<file path="src/common/tce_pkg.sv">
// constants for the tick calibration and interrupt enable slice
// assumes a 32-bit AXI4-Lite register port with an 8-bit byte address
package tce_pkg;

	// ****************************************
	// register offsets (byte addresses)
	// ****************************************
	localparam logic [7:0]  OFF_TICK_CTRL     = 8'h00;
	localparam logic [7:0]  OFF_TICK_RELOAD   = 8'h04;
	localparam logic [7:0]  OFF_TICK_CURRENT  = 8'h08;
	localparam logic [7:0]  OFF_TICK_CALIB    = 8'h0c;
	localparam logic [7:0]  OFF_IRQ_SET_LOW   = 8'h10;
	localparam logic [7:0]  OFF_IRQ_CLEAR_LOW = 8'h14;

	// ****************************************
	// fields and reset values
	// ****************************************
	localparam int          CTRL_ENABLE_BIT   = 0;
	localparam int          CTRL_CPUCLK_BIT   = 2;
	localparam int          CTRL_FLAG_BIT     = 16;
	localparam int          COUNT_W           = 24;
	localparam logic        NO_REF_VALUE      = 1'h0;
	localparam logic        INEXACT_VALUE     = 1'h0;
	localparam logic [23:0] TEN_MS_VALUE      = 24'h0009c4;
	localparam logic [31:0] CALIB_WORD        = {NO_REF_VALUE, INEXACT_VALUE, 6'h00, TEN_MS_VALUE};
	localparam logic [30:0] IRQ_IMPL_MASK     = 31'h7fffdfff;
	localparam logic [30:0] IRQ_RESET         = 31'h00000000;
	localparam logic [23:0] COUNT_RESET       = 24'h000000;

	// ****************************************
	// timing and bus answers
	// ****************************************
	localparam int          REF_DIVIDE        = 32;
	localparam logic [4:0]  REF_LAST          = 5'(REF_DIVIDE - 1);
	localparam logic [1:0]  RESP_OKAY         = 2'h0;
	localparam logic [1:0]  RESP_SLVERR       = 2'h2;

	typedef enum logic {TMR_IDLE, TMR_RUN} tce_tmr_state_t;

endpackage

</file>
<file path="src/hdl/tce_regs.sv">
// register slice: tick timer control, calibration word, interrupt enables
// assumes an AXI4-Lite master; one write and one read at most in flight
//
// Added by the designer: register access over AXI4-Lite and the placing of the registers.
`timescale 1ns/1ps
module tce_regs
	import tce_pkg::*;
(
	input  wire logic         ref_clk,
	input  wire logic         rst_n,
	input  wire logic [7:0]   s_axi_awaddr,
	input  wire logic         s_axi_awvalid,
	output logic              s_axi_awready,
	input  wire logic [31:0]  s_axi_wdata,
	input  wire logic [3:0]   s_axi_wstrb,
	input  wire logic         s_axi_wvalid,
	output logic              s_axi_wready,
	output logic [1:0]        s_axi_bresp,
	output logic              s_axi_bvalid,
	input  wire logic         s_axi_bready,
	input  wire logic [7:0]   s_axi_araddr,
	input  wire logic         s_axi_arvalid,
	output logic              s_axi_arready,
	output logic [31:0]       s_axi_rdata,
	output logic [1:0]        s_axi_rresp,
	output logic              s_axi_rvalid,
	input  wire logic         s_axi_rready,
	output logic [30:0]       irqEnable,
	output logic              tickExpired
);

	logic                awHeld;
	logic [7:0]          awAddr;
	logic                wHeld;
	logic [31:0]         wData;
	logic [3:0]          wStrb;
	logic                wrFire;
	logic                arFire;
	logic [31:0]         wrMask;
	logic [31:0]         setBits;
	logic [31:0]         clrBits;
	logic                ctrlEnable;
	logic                ctrlCpuClk;
	logic                countFlag;
	logic [COUNT_W-1:0]  reloadValue;
	logic [COUNT_W-1:0]  current;
	logic                clearCurrent;
	logic [7:0]          rdAddr;

	function automatic logic regHit(input logic [7:0] addr, input logic [7:0] off);
		regHit = (addr[7:2] == off[7:2]);
	endfunction

	function automatic logic mapped(input logic [7:0] addr);
		mapped = regHit(addr, OFF_TICK_CTRL) || regHit(addr, OFF_TICK_RELOAD)
			|| regHit(addr, OFF_TICK_CURRENT) || regHit(addr, OFF_TICK_CALIB)
			|| regHit(addr, OFF_IRQ_SET_LOW) || regHit(addr, OFF_IRQ_CLEAR_LOW);
	endfunction

	// ****************************************
	// write channel
	// ****************************************
	assign s_axi_awready = !awHeld;
	assign s_axi_wready  = !wHeld;
	assign wrFire        = awHeld && wHeld && !s_axi_bvalid;
	assign wrMask        = {{8{wStrb[3]}}, {8{wStrb[2]}}, {8{wStrb[1]}}, {8{wStrb[0]}}};
	assign setBits       = (wrFire && regHit(awAddr, OFF_IRQ_SET_LOW)) ? (wData & wrMask) : 32'h0;
	assign clrBits       = (wrFire && regHit(awAddr, OFF_IRQ_CLEAR_LOW)) ? (wData & wrMask) : 32'h0;
	assign clearCurrent  = wrFire && regHit(awAddr, OFF_TICK_CURRENT) && (wStrb != 4'h0);

	always_ff @(posedge ref_clk or negedge rst_n)
		if (!rst_n)
		begin
			awHeld <= 1'b0;
			awAddr <= 8'h00;
		end
		else if (s_axi_awvalid && !awHeld)
		begin
			awHeld <= 1'b1;
			awAddr <= s_axi_awaddr;
		end
		else if (wrFire)
			awHeld <= 1'b0;

	always_ff @(posedge ref_clk or negedge rst_n)
		if (!rst_n)
		begin
			wHeld <= 1'b0;
			wData <= 32'h0;
			wStrb <= 4'h0;
		end
		else if (s_axi_wvalid && !wHeld)
		begin
			wHeld <= 1'b1;
			wData <= s_axi_wdata;
			wStrb <= s_axi_wstrb;
		end
		else if (wrFire)
			wHeld <= 1'b0;

	always_ff @(posedge ref_clk or negedge rst_n)
		if (!rst_n)
		begin
			s_axi_bvalid <= 1'b0;
			s_axi_bresp  <= RESP_OKAY;
		end
		else if (wrFire)
		begin
			s_axi_bvalid <= 1'b1;
			// the calibration word is read-only; writes to it are dropped quietly
			s_axi_bresp  <= mapped(awAddr) ? RESP_OKAY : RESP_SLVERR;
		end
		else if (s_axi_bready)
			s_axi_bvalid <= 1'b0;

	// ****************************************
	// tick control and reload
	// ****************************************
	always_ff @(posedge ref_clk or negedge rst_n)
		if (!rst_n)
		begin
			ctrlEnable <= 1'b0;
			ctrlCpuClk <= 1'b0;
		end
		else if (wrFire && regHit(awAddr, OFF_TICK_CTRL) && wStrb[0])
		begin
			ctrlEnable <= wData[CTRL_ENABLE_BIT];
			ctrlCpuClk <= wData[CTRL_CPUCLK_BIT];
		end

	always_ff @(posedge ref_clk or negedge rst_n)
		if (!rst_n)
			reloadValue <= COUNT_RESET;
		else if (wrFire && regHit(awAddr, OFF_TICK_RELOAD))
			reloadValue <= (reloadValue & ~wrMask[23:0]) | (wData[23:0] & wrMask[23:0]);

	// a new expiry wins over a clear in the same cycle
	always_ff @(posedge ref_clk or negedge rst_n)
		if (!rst_n)
			countFlag <= 1'b0;
		else if (tickExpired)
			countFlag <= 1'b1;
		else if ((arFire && regHit(s_axi_araddr, OFF_TICK_CTRL)) || clearCurrent)
			countFlag <= 1'b0;

	tce_tick_timer u_tce_tick_timer (
		.ref_clk      (ref_clk),
		.rst_n        (rst_n),
		.enable       (ctrlEnable),
		.useCpuClk    (ctrlCpuClk),
		.reloadValue  (reloadValue),
		.clearCurrent (clearCurrent),
		.current      (current),
		.countedZero  (tickExpired)
	);

	// ****************************************
	// interrupt enables
	// ****************************************
	for (genvar i = 0; i < 31; i++)
	begin : g_irq
		if (IRQ_IMPL_MASK[i])
		begin : g_impl
			always_ff @(posedge ref_clk or negedge rst_n)
				if (!rst_n)
					irqEnable[i] <= IRQ_RESET[i];
				else if (setBits[i])
					irqEnable[i] <= 1'b1;
				else if (clrBits[i])
					irqEnable[i] <= 1'b0;
		end
		else
		begin : g_none
			assign irqEnable[i] = 1'b0;
		end
	end

	// ****************************************
	// read channel
	// ****************************************
	assign s_axi_arready = !s_axi_rvalid;
	assign arFire        = s_axi_arvalid && s_axi_arready;

	always_ff @(posedge ref_clk or negedge rst_n)
		if (!rst_n)
		begin
			s_axi_rvalid <= 1'b0;
			s_axi_rdata  <= 32'h0;
			s_axi_rresp  <= RESP_OKAY;
			rdAddr       <= 8'h00;
		end
		else if (arFire)
		begin
			s_axi_rvalid <= 1'b1;
			rdAddr       <= s_axi_araddr;
			s_axi_rresp  <= mapped(s_axi_araddr) ? RESP_OKAY : RESP_SLVERR;
			s_axi_rdata  <= 32'h0;
			if (regHit(s_axi_araddr, OFF_TICK_CTRL))
				s_axi_rdata <= {15'h0, countFlag, 13'h0, ctrlCpuClk, 1'b0, ctrlEnable};
			else if (regHit(s_axi_araddr, OFF_TICK_RELOAD))
				s_axi_rdata <= {8'h00, reloadValue};
			else if (regHit(s_axi_araddr, OFF_TICK_CURRENT))
				s_axi_rdata <= {8'h00, current};
			else if (regHit(s_axi_araddr, OFF_TICK_CALIB))
				s_axi_rdata <= CALIB_WORD;
			else if (regHit(s_axi_araddr, OFF_IRQ_SET_LOW) || regHit(s_axi_araddr, OFF_IRQ_CLEAR_LOW))
				s_axi_rdata <= {1'b0, irqEnable};
		end
		else if (s_axi_rready)
			s_axi_rvalid <= 1'b0;

	// ****************************************
	// checks
	// ****************************************
	property p_calib_flags;
		@(posedge ref_clk) disable iff (!rst_n)
		(s_axi_rvalid && regHit(rdAddr, OFF_TICK_CALIB)) |-> s_axi_rdata[31:30] == 2'h0;
	endproperty
	a_calib_flags: assert property (p_calib_flags) else $error("calibration flags not zero");

	property p_calib_exact;
		@(posedge ref_clk) disable iff (!rst_n)
		(arFire && regHit(s_axi_araddr, OFF_TICK_CALIB)) |=> !s_axi_rdata[30] && s_axi_rvalid;
	endproperty
	a_calib_exact: assert property (p_calib_exact) else $error("inexact flag set");

	property p_calib_count;
		@(posedge ref_clk) disable iff (!rst_n)
		(arFire && regHit(s_axi_araddr, OFF_TICK_CALIB))
			|=> s_axi_rdata[29:0] == 30'h000009c4 && s_axi_rresp == RESP_OKAY;
	endproperty
	a_calib_count: assert property (p_calib_count) else $error("calibration count wrong");

	property p_set_enables;
		@(posedge ref_clk) disable iff (!rst_n)
		(setBits != 32'h0) |=> ({1'b0, irqEnable} & $past(setBits) & {1'b0, IRQ_IMPL_MASK})
			== ($past(setBits) & {1'b0, IRQ_IMPL_MASK});
	endproperty
	a_set_enables: assert property (p_set_enables) else $error("set write did not enable");

	property p_zero_keeps;
		@(posedge ref_clk) disable iff (!rst_n)
		(clrBits == 32'h0) |=> (irqEnable & $past(irqEnable)) == $past(irqEnable);
	endproperty
	a_zero_keeps: assert property (p_zero_keeps) else $error("enable lost without clear");

	property p_read_state;
		@(posedge ref_clk) disable iff (!rst_n)
		(arFire && regHit(s_axi_araddr, OFF_IRQ_SET_LOW)) |=> s_axi_rdata == {1'b0, $past(irqEnable)};
	endproperty
	a_read_state: assert property (p_read_state) else $error("enable readback wrong");

	property p_holes;
		@(posedge ref_clk) disable iff (!rst_n)
		s_axi_rvalid && regHit(rdAddr, OFF_IRQ_SET_LOW) |-> !s_axi_rdata[31] && !s_axi_rdata[13];
	endproperty
	a_holes: assert property (p_holes) else $error("unimplemented enable reads one");

	// no disable here: this one must look at the reset cycles themselves
	property p_reset_clear;
		@(posedge ref_clk)
		(!rst_n || $rose(rst_n)) |-> irqEnable == 31'h0;
	endproperty
	a_reset_clear: assert property (p_reset_clear) else $error("enable set out of reset");

	c_set_write: cover property (@(posedge ref_clk) disable iff (!rst_n) setBits != 32'h0);
	c_clr_write: cover property (@(posedge ref_clk) disable iff (!rst_n) clrBits != 32'h0);
	c_calib_read: cover property (@(posedge ref_clk) disable iff (!rst_n)
		arFire && regHit(s_axi_araddr, OFF_TICK_CALIB));

endmodule

</file>
<file path="src/hdl/tce_tick_timer.sv">
// tick down-counter with the divide-by-32 reference prescaler
// assumes ref_clk is the oscillator clock and also serves as the cpu clock
`timescale 1ns/1ps
module tce_tick_timer
	import tce_pkg::*;
(
	input  wire logic                ref_clk,
	input  wire logic                rst_n,
	input  wire logic                enable,
	input  wire logic                useCpuClk,
	input  wire logic [COUNT_W-1:0]  reloadValue,
	input  wire logic                clearCurrent,
	output logic      [COUNT_W-1:0]  current,
	output logic                     countedZero
);

	tce_tmr_state_t  state;
	logic [4:0]      refCnt;
	logic            refTick;
	logic            step;

	// ****************************************
	// reference clock prescaler
	// ****************************************
	// free running so the reference phase never depends on software
	always_ff @(posedge ref_clk or negedge rst_n)
		if (!rst_n)
			refCnt <= 5'h00;
		else
			refCnt <= refCnt + 5'h01;

	assign refTick = (refCnt == REF_LAST);
	assign step    = useCpuClk ? 1'b1 : refTick;

	// ****************************************
	// counter
	// ****************************************
	always_ff @(posedge ref_clk or negedge rst_n)
		if (!rst_n)
		begin
			state       <= TMR_IDLE;
			current     <= COUNT_RESET;
			countedZero <= 1'b0;
		end
		else
		begin
			countedZero <= 1'b0;
			case (state)
				TMR_IDLE:
					if (enable)
					begin
						state   <= TMR_RUN;
						current <= reloadValue;
					end
					else if (clearCurrent)
						current <= COUNT_RESET;
				TMR_RUN:
					if (!enable)
						state <= TMR_IDLE;
					else if (clearCurrent)
						current <= COUNT_RESET;
					else if (step)
					begin
						if (current == COUNT_RESET)
							current <= reloadValue;
						else
							current <= current - 24'h000001;
						countedZero <= (current == 24'h000001);
					end
				default:
					state <= TMR_IDLE;
			endcase
		end

	// ****************************************
	// checks
	// ****************************************
	property p_ref_period;
		@(posedge ref_clk) disable iff (!rst_n)
		refTick |=> !refTick [*8];
	endproperty
	a_ref_period: assert property (p_ref_period) else $error("reference tick too close");

	property p_reload_at_zero;
		@(posedge ref_clk) disable iff (!rst_n)
		(state == TMR_RUN && enable && !clearCurrent && step && current == COUNT_RESET)
			|=> current == $past(reloadValue);
	endproperty
	a_reload_at_zero: assert property (p_reload_at_zero) else $error("no reload at zero");

	c_reload: cover property (@(posedge ref_clk) disable iff (!rst_n) countedZero);

endmodule
</file>
<file path="config.mk">
export PLATFORM = sky130hd
export DESIGN_NAME = tce_regs
export DESIGN_NICKNAME = d
export VERILOG_FILES = /design/src/common/tce_pkg.sv /design/src/hdl/tce_regs.sv /design/src/hdl/tce_tick_timer.sv
export SDC_FILE = /design/constraint.sdc
export NUM_CORES = 1
export LEC_CHECK = 0
export BUFFER_PORTS_ARGS = -buffer_cell sky130_fd_sc_hd__buf_2
export CORE_MARGIN = 1.5
export CORE_UTILIZATION = 40
export CTS_CLUSTER_DIAMETER = 120
export DETAILED_ROUTE_END_ITERATION = 7
export GPL_TIMING_DRIVEN = 0
export MAX_ROUTING_LAYER = met4
export PLACE_DENSITY_LB_ADDON = 0.2
export RECOVER_POWER = 100
export SYNTH_ARGS = -nofsm -noshare
export SYNTH_HDL_FRONTEND = slang
export SYNTH_SLANG_ARGS = --single-unit
</file>
<file path="constraint.sdc">
create_clock -name ref_clk -period 2.5 [get_ports ref_clk]
set_input_delay 0.75 -clock ref_clk [delete_from_list [all_inputs] [get_ports ref_clk]]
set_output_delay 0.75 -clock ref_clk [all_outputs]
set_load 0.02 [all_outputs]
</file>
After elaboration in Yosys (flattened, before gate mapping)
Index checks and enable logic that the tools add are counted.
- word-level logic and storage cells: 231
- output and inout port bits: 73
- register bits: 171
- input port bits: 59
- bitwise gates (word level): 6
- equal/unequal tests: 15
- mux-type cells: 91
- $add $sub $neg: 2
- reduce and logical (&&, ||, !) cells: 69
- operators with widths (kind ; number):
    2-to-1 mux 31 bit ; 5
    2-to-1 mux 24 bit ; 6
    2-to-1 mux 1 bit ; 75
    nonzero test 2 bit ; 35
    2-to-1 mux 32 bit ; 2
    bitwise AND 24 bit ; 2
    one-hot mux 24 bit (2 select lines) ; 1
    bitwise AND 31 bit ; 1
    equality test 24 x 1 -> 1 bit (second input constant) ; 1
    equality test 6 x 2 -> 1 bit (second input constant) ; 4
    equality test 6 x 3 -> 1 bit (second input constant) ; 4
    zero test 24 bit ; 1
    inverter 24 bit ; 1
    OR 24 bit ; 1
    subtractor 24 x 1 -> 24 bit (second input constant) ; 1
    logical AND 1 bit ; 13
    equality test 6 x 1 -> 1 bit (second input constant) ; 2
    zero test 6 bit ; 2
    logical OR 1 bit ; 12
    != test 3 bit (second input constant) ; 2
    adder 5 x 1 -> 5 bit (second input constant) ; 1
    equality test 5 bit (second input constant) ; 1
    zero test 1 bit ; 4
    2-to-1 mux 2 bit ; 2
    4 further kinds ; 4

Longest topological paths before layout
- depth after elaboration: 7
- mapped depth: 11
- depth with buffers taken out: 8

By module
Synthesis repeated with hierarchy kept, for this count alone.
- cells, all modules: 701
- area, all modules: 7817.5 µm²
- modules (own cells, without submodules) (module ; seq. area each (µm²) ; times used ; cells an instance ; area an instance (µm²)):
    tce_regs ; 3378.2 ; 1 ; 495 ; 5950.7
    tce_tick_timer ; 775.7 ; 1 ; 206 ; 1866.8

Least setup slack after synthesis
OpenSTA, ideal clock, no wires.
- kind: reg2reg
- from: register s_axi_bvalid
- to: register u_tce_tick_timer.current[12]
- cell stages (with the launch flop): 7
- setup time: 0.126 ns
- setup slack: 0.276 ns
- arrival: 2.098 ns
- required time: 2.374 ns
- buffers on the path: 1
- period minus slack after synthesis: 2.224 ns
- cells stage by stage: dfrtp_1 > nand3b_1 > nor4_1 > nand2_1 > a311o_1 > clkbuf_1 > a221o_1
- word-level cells in the longest chain between the ends: 7
- elaborated cells on any way between the ends: 10
- those cells by class: eq/ne (2); mux (3); reduce/logical (5)
- RTL lines (item ; line ; RTL):
    start, declared ; tce_regs.sv:19 ; output logic s_axi_bvalid,
    start signal, assigned ; tce_regs.sv:104 ; s_axi_bvalid <= 1'b0;
    start signal, assigned ; tce_regs.sv:109 ; s_axi_bvalid <= 1'b1;
    start signal, assigned ; tce_regs.sv:114 ; s_axi_bvalid <= 1'b0;
    zero test 1 bit * ; tce_regs.sv:65 ; assign wrFire = awHeld && wHeld && !s_axi_bvalid;
    logical AND 1 bit * ; tce_regs.sv:65 ;
    logical AND 1 bit * (2 in series) ; tce_regs.sv:69 ; assign clearCurrent = wrFire && regHit(awAddr, OFF_TICK_CURRENT) && (wStrb != 4'h0);
    2-to-1 mux 24 bit ; tce_tick_timer.sv:60 ; else if (clearCurrent)
    2-to-1 mux 24 bit ; tce_tick_timer.sv:58 ; if (!enable)
    one-hot mux 24 bit (2 select lines) ; tce_tick_timer.sv:48 ; case (state)
    end signal, assigned ; tce_tick_timer.sv:53 ; current <= reloadValue;
    end signal, assigned ; tce_tick_timer.sv:65 ; current <= reloadValue;
    end signal, assigned ; tce_tick_timer.sv:67 ; current <= current - 24'h000001;
    end, declared ; tce_tick_timer.sv:13 ; output logic [COUNT_W-1:0] current,
Every way passes the cells marked *; elsewhere a longest branch is shown, timed or not. The select of a mux whose other input is x is not followed.
A chain may end at the register's enable or synchronous reset.

Final worst setup path
- from: register s_axi_bvalid
- to: register u_tce_tick_timer.current[6]
Same word-level chain as after synthesis.

==> flow_metrics.tcl <==
set metrics [dict create \
    tightestPinTransition_ps 1490 \
    synth_compound_area_frac 0.119 \
    antenna_found_initial 0 \
    synth_most_common_cell "dfrtp_1" \
    setup_slack_ps 61.2 \
    synth_edf_count 0 \
    hold_path_end "countFlag" \
    muxShareOfSynthArea 0.139 \
    pre_cts_ws_ps -913 \
    clock_latency_ps 420 \
    netSwitchingPower_mw 4.66 \
    grt_use_total 0.235 \
    io_pins 132 \
    power_density_nw_per_um2 1270 \
    synthArstFlopShare 1.00 \
    holdBufCountCts 0 \
    synth_top_area_frac 0.549 \
    finalHoldViolCount 0 \
    grt_max_degree 112 \
    hp-start "u_tce_tick_timer.countedZero" \
    yosys_warnings 0 \
    drive_gt1_frac 0.309 \
    r2r_start "s_axi_bvalid" \
    antenna_cells 0 \
    viasPerCell 5.53 \
    r2r-end "u_tce_tick_timer.current[6]" \
    synth.largest_area_cell "dfrtp_1" \
    seq_area_frac_synth 0.549 \
    clkPwrFrac 0.227 \
    swShare 0.394 \
    wl_per_cell_um 20.1 \
    grt.busiest_layer "met2" \
    clock_sinks 166 \
    status "finished, final reports clean" \
    skew_ps 8.87 \
    synth-seq-cells 166 \
    slew_viol_final 0 \
    max_clock_freq_mhz 410 \
    met2_usage 0.367 \
    place_congestion 0.869 \
    met3_usage 0.0516 \
    synth-main-ff-cell "dfrtp_1" \
    drt_drc_violations_left 0 \
    drt-pass1-iter-count 7 \
    grt_overflow 0 \
    cts.htree.levels 4 \
    pwr-share-seq 0.408 \
    clk_path_buf_depth 2 \
    yosys.area_share.adder 0.00827 \
    synth_common_cells "dfrtp_1 (166), nand2_1 (87), mux2_2 (67)" \
    yosys.area_share.simple 0.121 \
    synth_cells 681 \
    cts_buffers 17 \
    seq_area_um2 4150 \
    comb_power_share 0.365 \
    avgSynthCellArea_um2 11.1 \
    period_share 0.976 \
    initial_utilization 0.406 \
    tritoncts "done" \
    min_period_ps 2440 \
    rrSetupSlack_ps 60 \
    grt_pass1_vias 6088 \
    num_vias 5963 \
    hpwl_um 15800 \
    p_int_mw 7.17 \
    min_path_cells 1 \
    portBuffers 122 \
    hp-class "flop to flop" \
    ctsRootBufferMaster "clkbuf_16" \
    route.antenna.remaining_nets 0 \
    cp_max_fo 10 \
    design.core.area_um2 18600 \
    clk_pin_slew_ps 60 \
    critical_path_class "flop to flop" \
    endpoint_kind "flop" \
    die-height_um 141 \
    layout.nets 899 \
    synth_top_family_by_area "multiplexers" \
    critPathArrivalTime_ps 2730 \
    routed_wirelength_um 21700 \
    synth_xor_area_frac 0.0174 \
    dieArea_um2 19800 \
    max_cap_violations 0 \
    utilization 0.498 \
    syn_area_um2 7570 \
    synthToLayoutAreaGrowth_pct 22.6 \
    ff2ff_path_depth 8 \
    multiInputGateArea_um2 3160 \
    start_kind "flop" \
    setup_viol_count_final 0 \
    slew_headroom 0.00827 \
    synth.distinct_cells 51 \
    fillCellCount 1709 \
    num_rows 50 \
    grt_util_met1 0.307 \
    total_power_mw 11.8 \
    p_leak_nw 4.56 \
    drt-initial-drc-count 516 \
    peakVddDrop_v 0.000582 \
    cp.required_ps 2800 \
    grt_pass1_wl_um 34200 \
    synth.area.top_cells "dfrtp_1 (55%), mux2_2 (10%), nand2_1 (4.3%)" \
    die_w_um 141 \
]
metrics by stage:
stage | hold slack (ps) | instances | area [um2] | setup TNS (ps)
2_1_floorplan | 421 | 684 | 7580 | 0
3_3_place_gp | 434 | 1040 | 8480 | -325510
3_5_place_dp | 455 | 1041 | 8520 | -21420
4_1_cts | 255 | 1073 | 9180 | 0
5_1_grt | 487 | 1079 | 9280 | -50.9
6_report | 469 | 1079 | 9280 | 0
metal layers:
layer,wire length [um],part of all wire
met1,9650,0.45
met2,10400,0.48
met3,1160,0.054
met4,451,0.021
met5,0,0
cell type report:
cell class	instances	share of cell area
plain buffers	39	0.0213
clock buffers	22	0.0511
clock inverters	7	0.0132
inverters	40	0.0162
multi-input cells	436	0.341
flip-flops and latches	166	0.447
well taps	234	0.0315
repair buffers	135	0.0784
cell usage in the layout, fill, tap and decap left out, types with 4 or more instances in the layout:
| cell | netlist | routed |
|---|---|---|
| dfrtp_1 | 166 | 166 |
| buf_2 | 2 | 122 |
| nand2_1 | 87 | 86 |
| mux2_2 | 67 | 67 |
| inv_1 | 40 | 40 |
| nor2_1 | 33 | 31 |
| mux2i_1 | 30 | 30 |
| clkbuf_1 | 32 | 28 |
| a21oi_1 | 27 | 27 |
| o21ai_0 | 23 | 23 |
| a222oi_1 | 18 | 18 |
| buf_4 | 4 | 18 |
| clkbuf_16 | 0 | 17 |
| nand3_1 | 15 | 14 |
| a221o_1 | 12 | 12 |
| xnor2_1 | 10 | 10 |
| o31ai_1 | 8 | 8 |
| nor4_1 | 9 | 7 |
| nor3_1 | 9 | 7 |
| and3_1 | 8 | 7 |
| or4_1 | 6 | 6 |
| o21ai_1 | 7 | 6 |
| nor2b_1 | 6 | 6 |
| xor2_1 | 5 | 5 |
| o211ai_1 | 5 | 5 |
| ha_1 | 5 | 5 |
| and2_1 | 4 | 4 |
| or3_1 | 4 | 4 |
| conb_1 | 1 | 4 |
power by group through the flow:
stage | Clock, mW | Combinational, mW | Sequential [mW]
floorplan | 0 | 2.58 | 4.68
global placement | 0 | 3.83 | 4.75
detailed placement | 0 | 3.93 | 4.80
CTS | 2.73 | 4.10 | 4.77
global route | 2.83 | 4.73 | 4.96
finish | 2.69 | 4.32 | 4.83
worst max-delay path by stage:
stage | cells past startpoint | slack, ps | start | endpoint
3_5_place_dp | 6 | -910 | s_axi_bvalid | u_tce_tick_timer.current[23]
6_report | 8 | 60 | s_axi_bvalid | u_tce_tick_timer.current[6]
4_1_cts | 7 | 9 | s_axi_bvalid | irqEnable[16]
2_1_floorplan | 6 | 280 | s_axi_bvalid | u_tce_tick_timer.current[12]
5_1_grt | 9 | -20 | u_tce_tick_timer.current[9] | u_tce_tick_timer.current[12]
3_3_place_gp | 1 | -1850 | rst_n | s_axi_rdata[17]
critical path, stage by stage, from the launching register on:
cell	delay (ps)
dfrtp_1	390
nand3b_1	270
nor4_4	250
buf_4	180
buf_4	110
a21oi_1	100
a311o_2	410
buf_4	220
a221o_1	380
kinds of logic (layout without fill, tap and decap cells):
kind of cell,count (synthesis),count (layout)
AND/OR/NAND/NOR,191,191
flip-flops,166,166
AO/OA/AOI/OAI,124,124
multiplexers,97,97
buffers and inverters,82,243
XOR/XNOR,15,15
adder cells (fa/ha/maj),5,5
other,1,4
what timing repair did:
| action | CTS | global route |
|---|---|---|
| hold endpoints to repair | 0 | 0 |
| setup buffers | 3 | 9 |
| pin swaps | 2 | 3 |
| setup endpoints to repair | 34 | 80 |
| gates resized for setup | 10 | 16 |
(Power assumes the default switching activity.)
